File: config.mk
export PLATFORM = sky130hd
export DESIGN_NAME = lar_routing_regs
export DESIGN_NICKNAME = d
export VERILOG_FILES = /design/src/include/lar_pkg.sv /design/src/verilog/lar_routing_regs.sv /design/src/verilog/lar_gain_stepper.sv
export SDC_FILE = /design/constraint.sdc
export NUM_CORES = 1
export LEC_CHECK = 0
export BUFFER_PORTS_ARGS = -buffer_cell sky130_fd_sc_hd__buf_2
export CORE_MARGIN = 3
export CORE_UTILIZATION = 40
export DETAILED_ROUTE_END_ITERATION = 8
export PLACE_DENSITY = 0.62
export SYNTH_ARGS = -nofsm -noshare
export SYNTH_HDL_FRONTEND = slang
export SYNTH_HIERARCHICAL = 1
export SYNTH_SLANG_ARGS = --single-unit
export TNS_END_PERCENT = 5
File: constraint.sdc
create_clock -name clk_i -period 4.45 [get_ports clk_i]
set_input_delay 0.2225 -clock clk_i [delete_from_list [all_inputs] [get_ports clk_i]]
set_output_delay 0.2225 -clock clk_i [all_outputs]
set_load 0.01 [all_outputs]
File: src/include/lar_pkg.sv
// constants for the left record-channel input routing registers
package lar_pkg;
    // register offsets on the control port
    localparam logic [6:0] LAR_OFF_LINE_ONE = 7'h13;
    localparam logic [6:0] LAR_OFF_LINE_TWO = 7'h14;
    // field positions, shared by both registers where they coincide
    localparam int LAR_DIFF_BIT = 7;
    localparam int LAR_LVL_HI = 6;
    localparam int LAR_LVL_LO = 3;
    localparam int LAR_PWR_BIT = 2;
    localparam int LAR_BIAS_BIT = 2;
    localparam int LAR_STEP_HI = 1;
    localparam int LAR_STEP_LO = 0;
    // reset values
    localparam logic LAR_DIFF_RST = 1'h0;
    localparam logic [3:0] LAR_LVL_RST = 4'hf;
    localparam logic LAR_PWR_RST = 1'h0;
    localparam logic [1:0] LAR_STEP_RST = 2'h0;
    localparam logic LAR_BIAS_RST = 1'h0;
    localparam logic [1:0] LAR_RSVD_RD = 2'h0;
    // level code map: 0..8 are gains, 15 disconnects
    localparam logic [3:0] LAR_LVL_LAST_GAIN = 4'h8;
    localparam logic [4:0] LAR_ATTEN_STEP_HDB = 5'h03;
    localparam logic [4:0] LAR_ATTEN_OFF_HDB = 5'h00;
    // soft-stepping selections
    localparam logic [1:0] LAR_STEP_EVERY = 2'h0;
    localparam logic [1:0] LAR_STEP_EVERY2 = 2'h1;
    // amplifier gain: 0.5 dB per code, saturating at 59.5 dB
    localparam logic [6:0] LAR_GAIN_MAX = 7'h77;
    localparam logic [6:0] LAR_GAIN_RST = 7'h00;
    localparam logic LAR_MUTE_RST = 1'h1;
    localparam logic [7:0] LAR_RDATA_RST = 8'h00;
endpackage

File: src/verilog/lar_routing_regs.sv
// left record-channel input routing registers and their decoded controls
`timescale 1ns/1ps
// Behaviour
// - first line input: bit 7 selects single-ended 0 or differential 1; reset 0
// - second line input: bit 7 selects single-ended or differential; reset 0
// - level codes 0 to 8 give 0 to -12 dB in 1.5 dB steps
// - any gain code connects first input to mixer; 1111 disconnects, reset
// - any gain code connects second input to mixer; 1111 disconnects, reset
// - first register bit 2 powers the left channel up; reset down
// - bits 1-0: step every sample, every two samples, or none; reset 00
// - second register bit 2 weakly biases unselected inputs; reset off
// - second register bits 1-0 read 00; host writes zeros there
// - seven-bit gain, 0.5 dB per code, saturating at 59.5 dB; mute resets on
module lar_routing_regs
    import lar_pkg::*;
#(
    parameter int ADDR_W = 7
) (
    input wire logic clk_i,
    input wire logic rstn_i,
    // register port from the control-bus front end, same clock
    input wire logic wr_en_i,
    input wire logic rd_en_i,
    input wire logic [ADDR_W-1:0] addr_i,
    input wire logic [7:0] wdata_i,
    output logic [7:0] rdata_o,
    // sample-rate timebase and amplifier gain register fields
    input wire logic fs_tick_i,
    input wire logic [6:0] pga_gain_i,
    input wire logic pga_mute_i,
    // analog controls
    output logic line_one_diff_o,
    output logic line_two_diff_o,
    output logic line_one_conn_o,
    output logic line_two_conn_o,
    output logic [4:0] line_one_atten_o,
    output logic [4:0] line_two_atten_o,
    output logic power_up_o,
    output logic cm_bias_o,
    output logic [1:0] step_sel_o,
    output logic [6:0] pga_gain_o,
    output logic pga_mute_o
);
    // offsets are seven bits wide
    if (ADDR_W != 7) begin : g_chk
        $error("lar_routing_regs: ADDR_W must be 7");
    end

    typedef struct packed {
        logic one_diff;
        logic [3:0] one_lvl;
        logic one_pwr;
        logic [1:0] one_step;
        logic two_diff;
        logic [3:0] two_lvl;
        logic two_bias;
        logic one_conn;
        logic two_conn;
        logic [4:0] one_atten;
        logic [4:0] two_atten;
        logic [7:0] rdata;
    } lar_reg_st_t;

    lar_reg_st_t st;
    lar_reg_st_t next_st;
    logic hit_one;
    logic hit_two;
    logic [3:0] wr_lvl;

    // code to half-dB attenuation; disconnect codes report zero
    function automatic logic [4:0] lvl_to_atten(input logic [3:0] lvl);
        logic [4:0] a;
        a = LAR_ATTEN_OFF_HDB;
        if (lvl <= LAR_LVL_LAST_GAIN) begin
            a = 5'({1'h0, lvl} * LAR_ATTEN_STEP_HDB);
        end
        return a;
    endfunction

    assign hit_one = (addr_i == LAR_OFF_LINE_ONE);
    assign hit_two = (addr_i == LAR_OFF_LINE_TWO);
    assign wr_lvl = wdata_i[LAR_LVL_HI:LAR_LVL_LO];

    // register writes, derived controls and the read mux
    always_comb begin
        next_st = st;
        if (wr_en_i && hit_one) begin
            next_st.one_diff = wdata_i[LAR_DIFF_BIT];
            next_st.one_lvl = wr_lvl;
            // reserved codes are treated as disconnected
            next_st.one_conn = (wr_lvl <= LAR_LVL_LAST_GAIN);
            next_st.one_atten = lvl_to_atten(wr_lvl);
            next_st.one_pwr = wdata_i[LAR_PWR_BIT];
            next_st.one_step = wdata_i[LAR_STEP_HI:LAR_STEP_LO];
        end
        if (wr_en_i && hit_two) begin
            next_st.two_diff = wdata_i[LAR_DIFF_BIT];
            next_st.two_lvl = wr_lvl;
            next_st.two_conn = (wr_lvl <= LAR_LVL_LAST_GAIN);
            next_st.two_atten = lvl_to_atten(wr_lvl);
            next_st.two_bias = wdata_i[LAR_BIAS_BIT];
            // bits 1-0 are not stored: written ones are dropped
        end
        // read data holds until the next read; unmapped reads give zero
        if (rd_en_i) begin
            next_st.rdata = LAR_RDATA_RST;
            if (hit_one) begin
                next_st.rdata = {st.one_diff, st.one_lvl, st.one_pwr,
                                 st.one_step};
            end else if (hit_two) begin
                next_st.rdata = {st.two_diff, st.two_lvl, st.two_bias,
                                 LAR_RSVD_RD};
            end
        end
    end

    // inputs start disconnected, channel down, stepping every sample
    always_ff @(posedge clk_i or negedge rstn_i) begin
        if (!rstn_i) begin
            st <= '{one_diff: LAR_DIFF_RST, one_lvl: LAR_LVL_RST,
                    one_pwr: LAR_PWR_RST, one_step: LAR_STEP_RST,
                    two_diff: LAR_DIFF_RST, two_lvl: LAR_LVL_RST,
                    two_bias: LAR_BIAS_RST, one_conn: 1'h0,
                    two_conn: 1'h0, one_atten: LAR_ATTEN_OFF_HDB,
                    two_atten: LAR_ATTEN_OFF_HDB,
                    rdata: LAR_RDATA_RST};
        end else begin
            st <= next_st;
        end
    end

    // the mode bits go out unchecked; left and right agreement is
    // software's job, nothing here sees the right channel
    assign line_one_diff_o = st.one_diff;
    assign line_two_diff_o = st.two_diff;
    assign line_one_conn_o = st.one_conn;
    assign line_two_conn_o = st.two_conn;
    assign line_one_atten_o = st.one_atten;
    assign line_two_atten_o = st.two_atten;
    assign power_up_o = st.one_pwr;
    assign cm_bias_o = st.two_bias;
    assign step_sel_o = st.one_step;
    assign rdata_o = st.rdata;

    // gain stepping paced by the sample timebase
    lar_gain_stepper #(
        .GAIN_W(7)
    ) lar_gain_stepper_inst (
        .clk_i(clk_i),
        .rstn_i(rstn_i),
        .fs_tick_i(fs_tick_i),
        .step_sel_i(st.one_step),
        .target_i(pga_gain_i),
        .mute_i(pga_mute_i),
        .gain_o(pga_gain_o),
        .mute_o(pga_mute_o)
    );
endmodule // lar_routing_regs

File: src/verilog/lar_gain_stepper.sv
// amplifier gain soft-stepping toward the programmed target
`timescale 1ns/1ps
module lar_gain_stepper
    import lar_pkg::*;
#(
    parameter int GAIN_W = 7
) (
    input wire logic clk_i,
    input wire logic rstn_i,
    input wire logic fs_tick_i,
    input wire logic [1:0] step_sel_i,
    input wire logic [GAIN_W-1:0] target_i,
    input wire logic mute_i,
    output logic [GAIN_W-1:0] gain_o,
    output logic mute_o
);
    // the saturation constant is seven bits wide
    if (GAIN_W != 7) begin : g_chk
        $error("lar_gain_stepper: GAIN_W must be 7");
    end

    typedef struct packed {
        logic half;
        logic [GAIN_W-1:0] gain;
        logic mute;
    } lar_step_st_t;

    lar_step_st_t st;
    lar_step_st_t next_st;
    logic [GAIN_W-1:0] tgt;
    logic stepping;
    logic step_now;

    // codes above the top value all mean 59.5 dB
    assign tgt = (target_i >= LAR_GAIN_MAX) ? LAR_GAIN_MAX : target_i;
    assign stepping = (step_sel_i == LAR_STEP_EVERY) ||
                      (step_sel_i == LAR_STEP_EVERY2);
    assign step_now = fs_tick_i &&
        ((step_sel_i == LAR_STEP_EVERY) || st.half);

    // one code per interval, or jump when stepping is off
    always_comb begin
        next_st = st;
        next_st.mute = mute_i;
        if (fs_tick_i) begin
            next_st.half = ~st.half;
        end
        if (!stepping) begin
            next_st.gain = tgt;
        end else if (step_now && st.gain < tgt) begin
            next_st.gain = st.gain + 7'h01;
        end else if (step_now && st.gain > tgt) begin
            next_st.gain = st.gain - 7'h01;
        end
    end

    // mute resets set, so the amplifier starts silent
    always_ff @(posedge clk_i or negedge rstn_i) begin
        if (!rstn_i) begin
            st <= '{half: 1'h0, gain: LAR_GAIN_RST, mute: LAR_MUTE_RST};
        end else begin
            st <= next_st;
        end
    end

    assign gain_o = st.gain;
    assign mute_o = st.mute;
endmodule // lar_gain_stepper

==> impl_metrics.ini <==
[global_routing]
gr-usage-met3_pct = 2.822
grt_usage_pct = 14.65
grt_max_degree = 44
overflow = 0
grt_busiest_layer = met2
grt_pass1_vias = 1860
grt_use_met1_pct = 19.53
grt_pass1_wl_mm = 8.790
met2_usage_pct = 24.73
antenna_found_initial = 0

[die]
die_x_um = 87.63
die_y_um = 87.63
start_util_pct = 41.73
core-area_um2 = 6386
fp.dieArea_um2 = 7678
rows = 29
io_pins = 62

[timing]
setup_tns_ns = 0
fmax_mhz = 318.0
grt_setup_unrepaired = no
slew_headroom_pct = 35.71
fin_crit_ns = 3.145
worstMarginPinSlew_ns = 0.9643
slew_viol_final = 0
final.setup_skew_ns = 0.003916
setup_viol = 0
finalCritPeriodShare_pct = 70.67
finalHoldViolCount = 0

[setup_path]
cp_num_cells = 12
cp.required_ns = 4.60
crit_slowest_cell = fa_1
end_kind = flip-flop
crit_top_cell = a211oi_1
crit-reg2reg-launch = lar_gain_stepper_inst/gain_o[6]
cp_slowest_stage_delay_ns = 0.44
cp_data_arrival_time_ns = 3.30
critPathTopFamily = compound AO/OA/AOI/OAI gates
critPathMaxFanout = 6
ff2ff_path_depth = 12
timing.rr.end = lar_gain_stepper_inst/gain_o[6]
critPathKind = flip-flop to flip-flop
rrSetupSlack_ns = 1.31
crit_buf_inv = 1
endpoint = lar_gain_stepper_inst/gain_o[6]
path_cells = ha_1 > a41o_1 > a211o_1 > nor2_1 > inv_1 > fa_1 > a211oi_1 > o21bai_1 > a21oi_1 > o211ai_1 > a211oi_1 > a211oi_2
crit_start = lar_gain_stepper_inst/gain_o[6]
start_kind = flip-flop

[power]
ir_worst_vdd_mv = 0.2023
pwr-share-clk_pct = 19.9
switching_power_mw = 0.4835
power_density_nw_per_um2 = 468.0
pwr-share-comb_pct = 41.6
p_sw_share_pct = 35.59
p_leak_nw = 1.454
power_frac_seq_pct = 38.4
p_int_mw = 0.8752

[cells_and_area]
seqCellArea_um2 = 1087
num_antenna_cells = 0
multiInputGateArea_um2 = 1261
fill_cells = 616
area_growth_pct = 8.920
post_route_cells_drive_above_1_share_pct = 41.11
design_area_um2 = 2903
nNetsFinal = 316

[synth]
synth_seq_cells = 43
synth_cell_types = 47
synth_edf_count = 0
ys_seq_area_share_pct = 40.80
avgSynthCellArea_um2 = 11.39
yosysMostFrequentCell = dfrtp_1
netlist_instances = 234
ys_top_cells_by_count = dfrtp_1, buf_4, ha_1
synth-simple-area-share_pct = 8.592
synthAdderAreaFrac_pct = 9.484
muxShareOfSynthArea_pct = 13.52
syn_area_um2 = 2665
ys_top_cells_by_area = dfrtp_1, dfstp_2, ha_1
syn_nets = 281
synth_top_family_by_area = compound AO/OA/AOI/OAI gates
synth_top_area_cell = dfrtp_1
ys.flop_type = dfrtp_1
synth_compound_area_share_pct = 13.76
ys_async_sr_fraction_pct = 100.0
synth.top_cell.area_share_pct = 31.92
yosys_warnings = 6
synth-xor-area-share_pct = 1.972

[flow_run]
cap_violations = 0

[clock_tree]
numCtsBuffers = 5
clkTransAtPathRegs_ns = 0.08
cts_root_buffer = clkbuf_8
cts_setup_buffers = 0
cts_tree = yes
cts_sinks = 43
cts-resized-gates = 0
htreeDepth = 2
clock_latency_ns = 0.29
clk_path_buf_depth = 2
hold_buffers = 0

[place]
dp_hpwl_mm = 3.928
place_congestion = 0.8125
io_buffer_count = 61
place_area_um2 = 2803

[drt]
vias_per_cell = 5.066
wl_mm = 5.126
first_iter_violations = 44
dr.pass1.iters = 4
drc_errors = 0
postRouteAntennaNets = 0
num_vias = 1758
wl_per_cell_um = 14.77

[status]
status = finished clean

[hold_path]
holdPathStages = 1
worstHoldPathType = input port to flip-flop
-- kinds of logic (layout without fill, tap and decap cells) --
group | Yosys count | count (layout)
mux | 29 | 29
buf+inv | 47 | 83
simple gates | 39 | 39
flops | 43 | 43
fa+ha+maj | 19 | 19
xor+xnor | 6 | 6
compound gates | 51 | 51
-- power by group through the flow --
stage          combinational (mW)  clock, mW  sequential (mW)
6_report                    0.566      0.271            0.522
5_1_grt                     0.660      0.301            0.535
4_1_cts                     0.578      0.283            0.526
3_5_place_dp                0.575          0            0.533
3_3_place_gp                0.564          0            0.532
2_1_floorplan               0.493          0            0.511
-- through the flow --
stage / power (mW) / hold WS, ns / utilization, % / setup WS, ns / std cells
5_1_grt: 1.496 / 0.00006320 / 45.45 / 1.023 / 347
2_1_floorplan: 1.004 / -0.07309 / - / 1.626 / 234
4_1_cts: 1.386 / 0.007281 / 45.45 / 1.288 / 347
6_report: 1.359 / 0.02585 / 45.45 / 1.305 / 347
3_3_place_gp: 1.096 / 0.3270 / 43.89 / 1.302 / 339
3_5_place_dp: 1.108 / 0.3288 / 43.89 / 1.150 / 339
-- how the worst min path moves through the flow --
stage,startpoint,to
detailed placement,pga_mute_i,lar_gain_stepper_inst/mute_o
global route,pga_mute_i,lar_gain_stepper_inst/mute_o
floorplan,rstn_i,cm_bias_o
global placement,pga_mute_i,lar_gain_stepper_inst/mute_o
CTS,pga_mute_i,lar_gain_stepper_inst/mute_o
finish,pga_mute_i,lar_gain_stepper_inst/mute_o
-- final cells by class --
cell class	instances	area share [%]
Sequential cell	43	37.46
Timing Repair Buffer	61	10.52
Inverter	14	1.810
Clock buffer	8	3.448
Multi-Input combinational cell	144	43.45
Tap cell	77	3.319
-- layer usage --
metal | part of all wire (%) | wire [um]
met1 | 47 | 2395
met2 | 48 | 2473
met3 | 4.0 | 206
met4 | 0.99 | 51
met5 | 0 | 0
-- flip-flops by register name, indices dropped and copies added, names as in the netlist, 2 cells and up --
register                      count
step_sel_o                        2
lar_gain_stepper_inst/gain_o      7
rdata_o                           8
line_one_atten_o                  5
st                                8
line_two_atten_o                  5
-- cell usage in the layout, fill, tap and decap left out, drive strengths merged, types with 2 or more instances in the layout --
cell     instances
buf             61
dfrtp           34
mux2            29
ha              17
inv             14
o21ai           12
nand2           10
nor2            10
dfstp            9
clkbuf           8
a22oi            6
o2bb2ai          6
nand3            5
xor2             5
a21oi            5
nor2b            4
a31oi            4
a211oi           4
a32o             3
o21bai           3
or3              2
fa               2
a21o             2
and3             2
-- worst reg2reg max path, delay by kind of cell (launching register included) --
kind                       cells  cell delay [ns]
buffers and inverters          1             0.12
and+or+nand+nor                1             0.10
adders and majority gates      2             0.79
DFF                            1             0.43
AOI/OAI and AO/OA              8             1.57
Note: power is estimated with default switching activity, not from simulation.
